[config.mk]
export PLATFORM = sky130hd
export DESIGN_NAME = rof_formatter
export DESIGN_NICKNAME = d
export VERILOG_FILES = /design/src/logic/rof_pkg.sv /design/src/logic/rof_formatter.sv
export SDC_FILE = /design/constraint.sdc
export NUM_CORES = 2
export LEC_CHECK = 0
export BUFFER_PORTS_ARGS = -buffer_cell sky130_fd_sc_hd__buf_2
export CAP_MARGIN = 10
export CORE_MARGIN = 1.5
export CORE_UTILIZATION = 45
export CTS_CLUSTER_DIAMETER = 200
export CTS_CLUSTER_SIZE = 28
export DETAILED_ROUTE_END_ITERATION = 6
export SYNTH_ARGS = -nofsm -noshare
export SYNTH_HDL_FRONTEND = slang
export SYNTH_SLANG_ARGS = --single-unit
[constraint.sdc]
create_clock -name mclk -period 4.5 [get_ports mclk]
set_input_delay 0.9 -clock mclk [delete_from_list [all_inputs] [get_ports mclk]]
set_output_delay 0.9 -clock mclk [all_outputs]
set_load 0.005 [all_outputs]
[src/logic/rof_pkg.sv]
// Constants and carriers of the reading output formatter
package rof_pkg;
  localparam int unsigned CLK_HZ       = 20_000_000;
  localparam int unsigned READ_RATE_HZ = 300;
  localparam int unsigned CYC_PER_READ = CLK_HZ / READ_RATE_HZ;
  localparam int unsigned BYTES_WORST  = 34;
  localparam int AW     = 4;
  localparam int BYTE   = 8;
  localparam int NIB    = 4;
  localparam int LANES  = 4;
  localparam int NUM_DG = 5;

  localparam logic [AW-1:0] ADDR_CTRL  = 4'h0;
  localparam logic [AW-1:0] ADDR_STAT  = 4'h4;
  localparam logic [AW-1:0] ADDR_DUMP  = 4'h8;
  localparam logic [AW-1:0] ADDR_INTEG = 4'hc;
  localparam logic [1:0] RESP_OKAY   = 2'h0;
  localparam logic [1:0] RESP_SLVERR = 2'h2;

  localparam logic [1:0] FMT_TEXT   = 2'h1;
  localparam logic [1:0] FMT_PACK   = 2'h2;
  localparam logic [1:0] FMT_TS     = 2'h3;
  localparam logic [2:0] DIG_3      = 3'h3;
  localparam logic [2:0] DIG_4      = 3'h4;
  localparam logic [2:0] DIG_5      = 3'h5;
  localparam logic [6:0] INTEG_3    = 7'h01;
  localparam logic [6:0] INTEG_4    = 7'h0a;
  localparam logic [6:0] INTEG_5    = 7'h64;
  localparam logic [1:0] STORE_OFF  = 2'h0;
  localparam logic [1:0] STORE_TEXT = 2'h1;
  localparam logic [1:0] STORE_PACK = 2'h2;
  localparam logic [9:0] RPT_MIN    = 10'h001;
  localparam logic [9:0] RPT_MAX    = 10'h3e7;

  localparam logic [7:0] CH_ZERO  = 8'h30;
  localparam logic [7:0] CH_PLUS  = 8'h2b;
  localparam logic [7:0] CH_MINUS = 8'h2d;
  localparam logic [7:0] CH_DOT   = 8'h2e;
  localparam logic [7:0] CH_E     = 8'h45;
  localparam logic [7:0] CH_COMMA = 8'h2c;
  localparam logic [7:0] CH_COLON = 8'h3a;
  localparam logic [7:0] CH_CR    = 8'h0d;
  localparam logic [7:0] CH_LF    = 8'h0a;
  localparam logic [3:0] BCD_MAX  = 4'h9;

  localparam logic [3:0] IX_SIGN  = 4'h0;
  localparam logic [3:0] IX_HALF  = 4'h1;
  localparam logic [3:0] IX_DOT   = 4'h2;
  localparam logic [3:0] IX_D5    = 4'h7;
  localparam logic [3:0] IX_E     = 4'h8;
  localparam logic [3:0] IX_ESIGN = 4'h9;
  localparam logic [3:0] IX_EDIG  = 4'ha;
  localparam logic [3:0] IX_COMMA = 4'hb;
  localparam logic [3:0] PACK_LAST = 4'h2;
  localparam logic [3:0] CHAN_LAST = 4'h3;
  localparam logic [3:0] TOD_LAST  = 4'hd;
  localparam logic [3:0] TOD_DGMAX = 4'h9;
  localparam logic [3:0] TOD_GRP   = 4'h3;
  localparam logic [3:0] TOD_SEP   = 4'h2;
  localparam int PK_EXP  = 22;
  localparam int PK_NEG  = 21;
  localparam int PK_HALF = 20;
  localparam logic [1:0] EXP_UNITY = 2'h1;

  typedef struct packed {
    logic [13:0] rsvd;
    logic [9:0]  rpt;
    logic        serial;
    logic [1:0]  store;
    logic [2:0]  digits;
    logic [1:0]  fmt;
  } rof_ctrl_t;

  typedef struct packed {
    logic [15:0] rsvd;
    logic [7:0]  count;
    logic [6:0]  rsvd2;
    logic        busy;
  } rof_stat_t;

  typedef struct packed {
    logic                neg;
    logic                half;
    logic [1:0]          exp;
    logic [4:0][3:0]     dig;
    logic                fail;
    logic [11:0]         chan;
  } rof_reading_t;

  localparam rof_ctrl_t CTRL_RESET = '{rsvd: '0, rpt: RPT_MIN, serial: 1'b0,
                                       store: STORE_OFF, digits: DIG_5, fmt: FMT_TEXT};
endpackage : rof_pkg

[src/logic/rof_formatter.sv]
// Reading output formatter with AXI4-Lite control and reading store
// Notes on behaviour
// [RQ1] Display setting three gives 3.5 digits and 0.01 line-cycle integration.
// [RQ2] Shortest integration without autozero sustains 300 readings per second.
// [RQ3] Display setting defaults to 5.5 digits after power-on.
// [RQ4] Format code 1 text, 2 packed decimal, 3 timestamped.
// [RQ5] Format selector governs live output only while storage is off.
// [RQ6] Text format: commas between readings, terminator after the last.
// [RQ7] Packed format: three bytes per reading, back to back, no delimiter.
// [RQ8] Timestamped: time of day, CR LF, voltage text, channel number.
// [RQ9] Timestamped: time of day once per trigger, not per reading.
// [RQ10] Timestamped: CR LF only after the group's last channel number.
// [RQ11] Packed reading fits three 8-bit bytes, far below text length.
// [RQ12] Digits: byte one low nibble, then both nibbles of bytes two, three.
// [RQ13] Byte one: bit 4 half digit, bit 5 negative, bits 7:6 exponent plus one.
// [RQ14] Storage mode two keeps stored readings in packed form.
// [RQ15] Storage command without parameter dumps all stored readings.
// [RQ16] Output format defaults to text after power-on.
// [RQ17] On the serial link the line feed is dropped everywhere.
// [RQ18] Timestamped: minus sign before a channel that failed to close.
// [RQ19] Stored output format follows storage mode with text or packed choice.
// [RQ20] Packed digit nibbles hold 0 to 9; bytes go most significant first.
`timescale 1ns/1ps
module rof_formatter #(
  parameter int DEPTH = 60
) (
  // Clock and reset
  input  wire logic                   mclk,
  input  wire logic                   reset_n,
  // AXI4-Lite write
  input  wire logic                   awvalid,
  output logic                        awready,
  input  wire logic [rof_pkg::AW-1:0] awaddr,
  input  wire logic                   wvalid,
  output logic                        wready,
  input  wire logic [31:0]            wdata,
  input  wire logic [3:0]             wstrb,
  output logic                        bvalid,
  input  wire logic                   bready,
  output logic [1:0]                  bresp,
  // AXI4-Lite read
  input  wire logic                   arvalid,
  output logic                        arready,
  input  wire logic [rof_pkg::AW-1:0] araddr,
  output logic                        rvalid,
  input  wire logic                   rready,
  output logic [31:0]                 rdata,
  output logic [1:0]                  rresp,
  // Measurement side
  input  wire logic                   trig,
  input  wire logic [39:0]            tod,
  input  wire logic                   rd_valid,
  output logic                        rd_ready,
  input  wire rof_pkg::rof_reading_t  rd,
  // Byte stream to link
  output logic                        out_valid,
  output logic [7:0]                  out_data,
  input  wire logic                   out_ready,
  // Front end setting
  output logic [2:0]                  digits,
  output logic [6:0]                  integ
);
  import rof_pkg::*;

  localparam int PW = $clog2(DEPTH);

  if (DEPTH < 2 || DEPTH > 255) begin : g_bad_depth
    $error("DEPTH must lie in 2..255");
  end
  // Worst byte count of one reading must fit one reading period
  if (BYTES_WORST >= CYC_PER_READ) begin : g_bad_rate
    $error("Clock too slow for the reading rate");
  end

  typedef enum logic [2:0] {
    ST_IDLE = 3'h0,
    ST_TOD  = 3'h1,
    ST_VOLT = 3'h3,
    ST_CHAN = 3'h2,
    ST_SEP  = 3'h6,
    ST_CR   = 3'h7,
    ST_LF   = 3'h5
  } rof_st_t;

  typedef struct packed {
    rof_st_t       st;
    logic [3:0]    ix;
    logic [1:0]    fmt;
    logic          active;
    logic          dumping;
    logic          tod_pend;
    logic          crlf_tod;
    logic [9:0]    left;
    logic [PW-1:0] ptr;
    logic [7:0]    cnt;
    logic [23:0]   pk;
    logic          fail;
    logic [11:0]   chan;
    logic [39:0]   tod;
    logic          out_valid;
    logic [7:0]    out_data;
    logic          rd_ready;
    rof_ctrl_t     ctrl;
    logic [6:0]    integ;
    logic          aw_ok;
    logic          w_ok;
    logic [AW-1:0] awaddr;
    logic [31:0]   wdata;
    logic [3:0]    wstrb;
    logic          awready;
    logic          wready;
    logic          bvalid;
    logic [1:0]    bresp;
    logic          arready;
    logic          rvalid;
    logic [31:0]   rdata;
    logic [1:0]    rresp;
  } rof_state_t;

  localparam rof_state_t S_RESET = '{st: ST_IDLE, ctrl: CTRL_RESET, integ: INTEG_5,
                                     awready: 1'b1, wready: 1'b1, arready: 1'b1,
                                     default: '0};

  rof_state_t  s;
  rof_state_t  n;
  logic [23:0] mem [DEPTH];
  logic        mem_we;
  logic [23:0] mem_wd;
  logic        adv;
  logic        rd_take;
  logic        storing;
  logic        dump_req;
  logic        done;
  rof_stat_t   stat_w;

  function automatic logic [7:0] dch(logic [3:0] d);
    dch = CH_ZERO + 8'((d > BCD_MAX) ? BCD_MAX : d);
  endfunction : dch

  // Never lets a non-decimal digit nibble onto the link
  function automatic logic [23:0] pack_rd(rof_reading_t r);
    logic [4:0][3:0] d;
    for (int i = 0; i < NUM_DG; i++) begin
      d[i] = (r.dig[i] > BCD_MAX) ? BCD_MAX : r.dig[i]; // [RQ20]
    end
    pack_rd = {r.exp, r.neg, r.half, d}; // [RQ11] [RQ12] [RQ13]
  endfunction : pack_rd

  function automatic logic [6:0] integ_of(logic [2:0] dg);
    case (dg)
      DIG_3:   integ_of = INTEG_3; // [RQ1]
      DIG_4:   integ_of = INTEG_4;
      default: integ_of = INTEG_5;
    endcase
  endfunction : integ_of

  // Illegal codes keep the old setting rather than half-apply
  function automatic rof_ctrl_t ctrl_write(rof_ctrl_t o, logic [31:0] d, logic [3:0] be);
    rof_ctrl_t c;
    for (int i = 0; i < LANES; i++) begin
      c[i*BYTE +: BYTE] = be[i] ? d[i*BYTE +: BYTE] : o[i*BYTE +: BYTE];
    end
    c.rsvd = '0;
    if (c.fmt < FMT_TEXT) c.fmt = o.fmt; // [RQ4]
    if (c.digits < DIG_3 || c.digits > DIG_5) c.digits = o.digits;
    if (c.store > STORE_PACK) c.store = o.store;
    if (c.rpt < RPT_MIN) c.rpt = RPT_MIN;
    else if (c.rpt > RPT_MAX) c.rpt = RPT_MAX;
    ctrl_write = c;
  endfunction : ctrl_write

  function automatic logic [7:0] byte_at(rof_st_t st, logic [3:0] ix, logic [1:0] fmt,
                                         logic [23:0] pk, logic fail, logic [11:0] chan,
                                         logic [39:0] td);
    logic [3:0] k;
    logic [1:0] e;
    k = ix - ix / TOD_GRP;
    e = pk[PK_EXP +: 2];
    byte_at = CH_COMMA;
    case (st)
      ST_TOD: begin
        if (ix % TOD_GRP == TOD_SEP) byte_at = CH_COLON;
        else byte_at = dch(td[int'(TOD_DGMAX - k) * NIB +: NIB]);
      end
      ST_VOLT: begin
        if (fmt == FMT_PACK) begin
          byte_at = pk[int'(PACK_LAST - ix) * BYTE +: BYTE]; // [RQ20]
        end else begin
          case (ix)
            IX_SIGN:  byte_at = pk[PK_NEG] ? CH_MINUS : CH_PLUS;
            IX_HALF:  byte_at = dch(4'(pk[PK_HALF]));
            IX_DOT:   byte_at = CH_DOT;
            IX_E:     byte_at = CH_E;
            IX_ESIGN: byte_at = (e < EXP_UNITY) ? CH_MINUS : CH_PLUS;
            IX_EDIG:  byte_at = dch(4'((e < EXP_UNITY) ? EXP_UNITY - e : e - EXP_UNITY));
            IX_COMMA: byte_at = CH_COMMA;
            default:  byte_at = dch(pk[int'(IX_D5 - ix) * NIB +: NIB]);
          endcase
        end
      end
      ST_CHAN: begin
        if (ix == IX_SIGN) byte_at = fail ? CH_MINUS : CH_PLUS; // [RQ18]
        else byte_at = dch(chan[int'(CHAN_LAST - ix) * NIB +: NIB]);
      end
      ST_CR:   byte_at = CH_CR;
      ST_LF:   byte_at = CH_LF;
      default: byte_at = CH_COMMA;
    endcase
  endfunction : byte_at

  assign adv     = (s.st != ST_IDLE) && (!s.out_valid || out_ready);
  assign rd_take = rd_valid && s.rd_ready;
  assign storing = s.ctrl.store != STORE_OFF; // [RQ5]
  assign mem_wd  = pack_rd(rd); // [RQ14]
  assign stat_w  = '{rsvd: '0, count: s.cnt, rsvd2: '0, busy: s.active};

  always_comb begin
    n        = s;
    mem_we   = 1'b0;
    dump_req = 1'b0;
    done     = 1'b0;
    // Register writes
    if (s.bvalid && bready) n.bvalid = 1'b0;
    if (s.aw_ok && s.w_ok && !s.bvalid) begin
      n.aw_ok  = 1'b0;
      n.w_ok   = 1'b0;
      n.bvalid = 1'b1;
      n.bresp  = RESP_OKAY;
      case (s.awaddr)
        ADDR_CTRL:  n.ctrl = ctrl_write(s.ctrl, s.wdata, s.wstrb);
        ADDR_DUMP:  dump_req = 1'b1; // [RQ15]
        ADDR_STAT:  n.bresp = RESP_OKAY;
        ADDR_INTEG: n.bresp = RESP_OKAY;
        default:    n.bresp = RESP_SLVERR;
      endcase
    end
    if (awvalid && s.awready) begin
      n.aw_ok  = 1'b1;
      n.awaddr = awaddr;
    end
    if (wvalid && s.wready) begin
      n.w_ok  = 1'b1;
      n.wdata = wdata;
      n.wstrb = wstrb;
    end
    n.awready = !n.aw_ok && !n.bvalid;
    n.wready  = !n.w_ok && !n.bvalid;
    n.integ   = integ_of(n.ctrl.digits); // [RQ1]
    // Register reads
    if (s.rvalid && rready) n.rvalid = 1'b0;
    if (arvalid && s.arready) begin
      n.rvalid = 1'b1;
      n.rresp  = RESP_OKAY;
      case (araddr)
        ADDR_CTRL:  n.rdata = s.ctrl;
        ADDR_STAT:  n.rdata = stat_w;
        ADDR_DUMP:  n.rdata = '0;
        ADDR_INTEG: n.rdata = 32'(s.integ);
        default: begin
          n.rdata = '0;
          n.rresp = RESP_SLVERR;
        end
      endcase
    end
    n.arready = !n.rvalid;
    // Group start: a dump or a trigger, ignored while busy
    if (!s.active) begin
      if (dump_req && s.cnt != '0) begin
        n.active   = 1'b1;
        n.dumping  = 1'b1;
        n.left     = 10'(s.cnt);
        n.ptr      = '0;
        n.tod_pend = 1'b0;
        n.fmt      = (s.ctrl.store == STORE_PACK) ? FMT_PACK : FMT_TEXT; // [RQ19]
      end else if (trig) begin
        n.active   = 1'b1;
        n.left     = s.ctrl.rpt;
        n.tod      = tod;
        n.fmt      = s.ctrl.fmt; // [RQ5]
        n.tod_pend = (s.ctrl.fmt == FMT_TS) && !storing; // [RQ9]
      end
    end else if (s.st == ST_IDLE) begin
      if (s.dumping) begin
        n.pk   = mem[s.ptr]; // [RQ15]
        n.ptr  = s.ptr + 1'b1;
        n.left = s.left - 1'b1;
        n.st   = ST_VOLT;
        n.ix   = '0;
      end else if (rd_take) begin
        n.left = s.left - 1'b1;
        if (storing) begin
          // A full store drops further readings
          if (s.cnt != 8'(DEPTH)) begin
            mem_we = 1'b1;
            n.cnt  = s.cnt + 1'b1;
          end
          if (n.left == '0) n.active = 1'b0;
        end else begin
          n.pk       = mem_wd;
          n.fail     = rd.fail;
          n.chan     = rd.chan;
          n.st       = s.tod_pend ? ST_TOD : ST_VOLT; // [RQ8] [RQ9]
          n.tod_pend = 1'b0;
          n.ix       = '0;
        end
      end
    end
    // Byte emission
    if (adv) begin
      n.out_valid = 1'b1;
      n.out_data  = byte_at(s.st, s.ix, s.fmt, s.pk, s.fail, s.chan, s.tod);
      n.ix        = s.ix + 1'b1;
      case (s.st)
        ST_TOD: begin
          if (s.ix == TOD_LAST) begin
            n.st       = ST_CR; // [RQ8]
            n.crlf_tod = 1'b1;
          end
        end
        ST_VOLT: begin
          if (s.fmt == FMT_PACK) begin
            if (s.ix == PACK_LAST) done = 1'b1; // [RQ7]
          end else if (s.fmt == FMT_TS) begin
            if (s.ix == IX_COMMA) begin
              n.st = ST_CHAN; // [RQ8]
              n.ix = '0;
            end
          end else if (s.ix == IX_EDIG) begin
            n.st = (s.left != '0) ? ST_SEP : ST_CR; // [RQ6]
          end
        end
        ST_CHAN: begin
          if (s.ix == CHAN_LAST) n.st = (s.left != '0) ? ST_SEP : ST_CR; // [RQ10]
        end
        ST_SEP:  done = 1'b1;
        ST_CR: begin
          if (!s.ctrl.serial) n.st = ST_LF;
          else if (s.crlf_tod) n.st = ST_VOLT; // [RQ17]
          else done = 1'b1;
        end
        ST_LF: begin
          if (s.crlf_tod) n.st = ST_VOLT;
          else done = 1'b1;
        end
        default: done = 1'b1;
      endcase
      if (n.st != s.st) n.ix = '0;
      // Keep the marker through the CR LF pair so the voltage follows
      if (n.st != ST_CR && n.st != ST_LF) n.crlf_tod = 1'b0; // [RQ8]
    end else if (out_ready) begin
      n.out_valid = 1'b0;
    end
    if (done) begin
      n.st = ST_IDLE;
      if (s.left == '0) begin
        n.active  = 1'b0;
        n.dumping = 1'b0;
        if (s.dumping) n.cnt = '0;
      end
    end
    // Storing takes one reading per cycle, far above the top rate
    n.rd_ready = n.active && !n.dumping && n.st == ST_IDLE && n.left != '0; // [RQ2]
  end

  always_ff @(posedge mclk or negedge reset_n) begin
    if (!reset_n) begin
      s <= S_RESET; // [RQ3] [RQ16]
    end else begin
      s <= n;
    end
  end

  // Store holds no reset; the count marks what is valid
  always_ff @(posedge mclk) begin
    if (mem_we) begin
      mem[s.cnt[PW-1:0]] <= mem_wd; // [RQ14]
    end
  end

  assign awready   = s.awready;
  assign wready    = s.wready;
  assign bvalid    = s.bvalid;
  assign bresp     = s.bresp;
  assign arready   = s.arready;
  assign rvalid    = s.rvalid;
  assign rdata     = s.rdata;
  assign rresp     = s.rresp;
  assign rd_ready  = s.rd_ready;
  assign out_valid = s.out_valid;
  assign out_data  = s.out_data;
  assign digits    = s.ctrl.digits;
  assign integ     = s.integ;
endmodule : rof_formatter

# After elaboration in Yosys (flattened, before gate mapping)
# Memories as Yosys holds them, arrays and structs flattened.
# Index checks and enable logic that the tools add are counted.
[word_totals] ff_bits=217 mem_bits_rw=1440 input_bits=131 output_inout_bits=61 elab_cells=302 n_memories=1
[memory_table] memory="mem" depth=60 word_bits=24 rd=1 rd_ports_with_merged_regs=0 write_ports=1 line_no="rof_formatter.sv:126" text="logic [23:0] mem [DEPTH];"
[op_classes] add_sub_neg=16 div=2 n_lt_le_gt_ge=16 n_eq_ne=37 shift=4 n_mux=120 bitwise=6 n_reduce_logical=64
[op_table] cell="$mux 45" n=2
[op_table] cell="$mux 7" n=11
[op_table] cell="$mux 8" n=8
[op_table] cell="$mux 61" n=1
[op_table] cell="$mux 10" n=6
[op_table] cell="$pmux 18 s3" n=1
[op_table] cell="$mux 4" n=13
[op_table] cell="$pmux 7 s7" n=1
[op_table] cell="$mux 3" n=15
[op_table] cell="$mux 1" n=40
[op_table] cell="$pmux 8 s5" n=1
[op_table] cell="$shiftx 40x7->4" n=1
[op_table] cell="$mux 37" n=1
[op_table] cell="$eq 4x4->1 const B" n=9
[op_table] cell="$gt 4x4->1 const B" n=9
[op_table] cell="$mux 35" n=1
[op_table] cell="$add 6x4->7 const A" n=4
[op_table] cell="$mux 24" n=1
[op_table] cell="$shiftx 24x7->4" n=1
[op_table] cell="$shiftx 24x8->8" n=1
[op_table] cell="$logic_not 10->1" n=2
[op_table] cell="$reduce_bool 10->1" n=2
[op_table] cell="$mux 2" n=9
[op_table] cell="$reduce_and 3->1" n=6
[op_table] cell="other kinds (53)" n=119

# Depth between registers and ports, before layout
[depth] depth_word=18 mapped_depth=25 depth_no_buf=23

# Least setup slack after synthesis
# No wires, ideal clock.
[synth_path] kind="reg-to-reg" start="register s[241] (netlist name)" end="register s (netlist bit out_data[0])" setup_time_ps=125 arrival_ps=4861 required_time_ps=4375 setup_slack_ps=-485 path_stages_with_launch=25 path_buffers=3 synth_period_minus_slack_ps=4985 path_cell_list="dfrtp_1 clkbuf_1 inv_1 ha_1 clkbuf_1 inv_1 ha_1 a21bo_2 inv_1 ha_1 inv_1 ha_1 nor2_1 nand2_1 ha_1 fa_1 xnor2_1 ha_1 clkbuf_1 mux4_2 nor2b_1 a211oi_1 nor3_1 a21oi_1 o41ai_1"
[synth_via] elab_chain_cells=9 word_cells_on_any_way=33 classes_between="8 x add/sub; 2 x div; 3 x order compare; 7 x eq/ne; 4 x shift; 8 x mux; 1 x reduce/logical"
[synth_rtl] element="start: declaration" line_no="rof_formatter.sv:124" text="rof_state_t s;"
[synth_rtl] element="start signal: assignment" line_no="rof_formatter.sv:369" text="s <= n;"
[synth_rtl] element="$div 4x2->4" line_no="rof_formatter.sv:177" text="k = ix - ix / TOD_GRP;"
[synth_rtl] element="$sub 4x4->4" line_no="rof_formatter.sv:177"
[synth_rtl] element="$sub 4x4->5" line_no="rof_formatter.sv:183" text="else byte_at = dch(td[int'(TOD_DGMAX - k) * NIB +: NIB]);"
[synth_rtl] element="$shiftx 40x7->4" line_no="rof_formatter.sv:183"
[synth_rtl] element="$gt 4x4->1" line_no="rof_formatter.sv:137" text="dch = CH_ZERO + 8'((d > BCD_MAX) ? BCD_MAX : d);"
[synth_rtl] element="$mux 4" line_no="rof_formatter.sv:137"
[synth_rtl] element="$add 6x4->7" line_no="rof_formatter.sv:137"
[synth_rtl] element="$mux 7" line_no="rof_formatter.sv:182" text="if (ix % TOD_GRP == TOD_SEP) byte_at = CH_COLON;"
[synth_rtl] element="$pmux 8 s5 *" line_no="rof_formatter.sv:180" text="case (st)"
# Mark *: on every way between the ends. The rest lies on a longest branch, timed or not.
# A chain may end at the register's enable or synchronous reset.

# Worst setup path after layout
[layout_path] start="register s[242] (netlist name)" end="register s (netlist bit out_data[0])"
# Same word-level chain as after synthesis.

==> impl_results.md <==
* Yosys warnings at 0
* Total Routing Usage GR at 0.237
* Top Metal Used: met5
* Largest net degree at the start of global routing at 89
* CP Data Required Time at 5.08 ns
* Largest area contributor in the netlist: edfxtp_1
* Clk pwr share at 0.239
* Chip Height at 388 um
* Clock latency at the later pin of the worst-skew pair at 0.72 ns
* CTS Buffer Depth at 3
* Wire length on met3 at 13200 um
* Rel. slew slack at 0.192
* Number of synthesized flops with an enable pin at 1440
* Max Slew Vio Count at 0
* CTS root buf: clkbuf_16
* Combinational power share at 0.194
* Post-layout min period at 4.33 ns
* NumNets Final at 4089
* Power, Total at 31.4 mW
* FF+latch count, synth at 1637
* Die Wd at 388 um
* Clk slew on worst S/H paths at 0.11 ns
* Largest cells by area after synthesis: edfxtp_1, mux4_2, dfrtp_1, mux2i_1, nand2_1
* Post-Synthesis Cells at 3745
* DR vias at 36.2k
* Max VDD drop at 0.000533 V
* H-tree depth at 3
* Starting DRT DRC Count at 4224
* Input/output buffers at 159
* FMAX at 231 MHz
* Sw frac at 0.271
* Cell internal pwr at 22.9 mW
* Antenna cells at 0
* Main synth FF type: edfxtp_1
* Outcome: finished clean
* # rows at 140
* Critical path endpoint category: flip-flop
* DP HPWL at 112000 um
* Distinct cells, synth at 89
* CTS sink count at 1637
* Top-area cell type share of the netlist area at 0.649
* Via density at 6.15
* Psw at 8.51 mW
* Layout cells sized above 1 at 0.248
* Post-Syn Area per Cell at 17.8 um^2
* DRT antenna net count at 0
* Pwr Density at 432 nW/um^2
* Flop pwr share at 0.568
* Crit Path Category: flip-flop to flip-flop
* Cell Count, Final, Fillers Out at 5885
* Total die area at 150000 um^2
* Worst Skew at 0.0454 ns
* Metal-1 WL at 75300 um
* Final GP Congestion at 0.888
* Leak at 23.3 nW
* CTS tree: done
* Final Setup Violations at 0
* Total grt overflow at 0
* Seq/Total Area, Yosys at 0.724
* Tightest Pin Transition at 1.21 ns
* Inst Count DP at 5780
* Metal2 WL at 85900 um
* Asr flop ratio synth at 0.120
* Initial antenna violation count at 7
* Residual DRC count at 0
* Num ports at 192
* Tcrit/Tclk final at 0.962
* Post-DR wirelength/cell at 30.5 um
* Arr. time, crit path at 4.91 ns
* Fin. Hold Viols at 0
* Cell Area, Synth at 66600 um^2
* Global-route wire length before repair at 258000 um
* Max Cap Viol at 0
* CP Max Fanout at 5
* Initial Util at 0.455
* Initial DRT Pass Iterations at 5
* Final wirelength at 179000 um
* Hold_buf cts at 0
* Vias in the first global route at 35.4k
* Worst Hold Class: input pin to asynchronous set/reset pin
* Syn-to-layout area delta at 9.05%
* CORE AREA at 146000 um^2
* Nature of the critical path startpoint: flip-flop
* CTS Buf Count at 68
==> flip-flops by register name (all words and copies together), names as in the netlist <==
register / count
digits: 3
out_valid: 1
rresp: 1
rvalid: 1
bvalid: 1
wready: 1
integ: 3
awready: 1
rd_ready: 1
s: 156
arready: 1
out_data: 8
rdata: 18
mem: 1440
bresp: 1
==> Yosys cell counts (11+ instances only) <==
cell type  number
edfxtp_1     1440
mux4_2        324
nand2_1       264
dfrtp_1       189
mux2i_1       176
nor2_1        161
o21ai_0       151
clkbuf_1      117
a21oi_1       107
buf_4          88
mux2_2         71
nand3_1        53
a22oi_1        51
a221oi_1       44
inv_1          43
nor2b_1        29
a31oi_1        28
nor3_1         28
buf_1          24
buf_2          24
nand2b_1       22
ha_1           20
a211oi_1       19
o211ai_1       16
nor4_1         15
and3_1         14
o22ai_1        14
a21o_1         13
xnor2_1        11
==> layout by cell type (no fill, tap or decap), types with 100 or more instances in the layout <==
| master | Yosys | final |
|---|---|---|
| edfxtp_1 | 1440 | 1440 |
| mux4_2 | 324 | 324 |
| nand2_1 | 264 | 263 |
| buf_4 | 88 | 190 |
| dfrtp_1 | 189 | 183 |
| mux2i_1 | 176 | 176 |
| buf_2 | 24 | 158 |
| o21ai_0 | 151 | 151 |
| a21oi_1 | 107 | 105 |
| nor2_1 | 161 | 100 |
==> cells by family (layout without fill, tap and decap cells) <==
logic type | after synthesis | in the layout | synth area share
buf+inv | 309 | 516 | 0.0242
simple gates | 658 | 658 | 0.0460
mux | 571 | 571 | 0.148
xor+xnor | 12 | 12 | 0.00158
fa+ha+maj | 21 | 21 | 0.00406
flops | 1637 | 1637 | 0.724
compound gates | 536 | 536 | 0.0526
other cells | 1 | 17 | 0.0000563
==> final cells by class <==
cell class                      count  area, um^2
Timing Repair Buffer              371        2660
Fill cell                       11957       73600
Tap cell                         1917        2400
Inverter                           44         168
Clock buffer                       95        1850
Sequential cell                  1637       48200
Multi-Input combinational cell   1815       17300
Clock inverter                      6        67.6
==> per-layer routing <==
layer,vias to the layer above,track usage
met5,-,0
met4,2,0.0688
met3,204,0.0330
met2,1522,0.380
met1,19278,0.340
li1,15206,-
==> worst paths after layout <==
path,cells after the start,slack (ns),to,start
setup / recovery,20,0.17,out_data[0],s[242]
hold / removal,1,0.24,rdata[14],reset_n
setup reg to reg,20,0.17,out_data[0],s[242]
hold reg to reg,2,0.48,s[149],s[149]
max in group asynchronous,2,3.34,s[241],reset_n
min in group mclk,3,0.37,s[152],tod[20]
==> through the flow <==
stage                     setup TNS, ns  cell area [um^2]  worst slack, ns  utilization  hold WS [ns]
after floorplan                       0             66700          0.00659            -         0.440
after global placement          -0.0776             70600          -0.0465        0.482         0.456
after detailed placement         -0.333             70600           -0.116        0.482         0.459
after CTS                             0             72500           0.0259        0.496         0.225
after global routing            -0.0275             72600          -0.0275        0.496         0.264
final                                 0             72600            0.169        0.496         0.240
==> power by group through the flow <==
| stage | sequential (mW) | combinational (mW) | clock [mW] |
|---|---|---|---|
| 2_1_floorplan | 17.8 | 4.27 | 0 |
| 3_5_place_dp | 18.1 | 5.61 | 0 |
| 4_1_cts | 17.8 | 5.74 | 7.65 |
| 6_report | 17.8 | 6.08 | 7.48 |
| 5_1_grt | 17.9 | 6.64 | 8.09 |
| 3_3_place_gp | 18.1 | 5.55 | 0 |
==> repair_timing <==
item	in CTS	in global routing
pin swaps	1	9
setup buffers	0	4
endpoints found under the setup margin	4	4
resized for setup	2	23
==> worst max-delay path, cell delays in order, from the launching register on <==
cell,delay (ns)
dfrtp_1,0.41
inv_2,0.07
ha_4,0.17
ha_4,0.15
inv_1,0.06
ha_2,0.18
a21bo_4,0.23
buf_4,0.12
buf_4,0.14
mux2_4,0.32
nand2_2,0.07
ha_2,0.18
fa_2,0.47
ha_4,0.18
xnor2_2,0.13
or4_4,0.58
and2_4,0.20
a21oi_1,0.19
a21oi_1,0.09
a21oi_1,0.17
o41ai_1,0.09
Power figures use the tool's default switching activity.
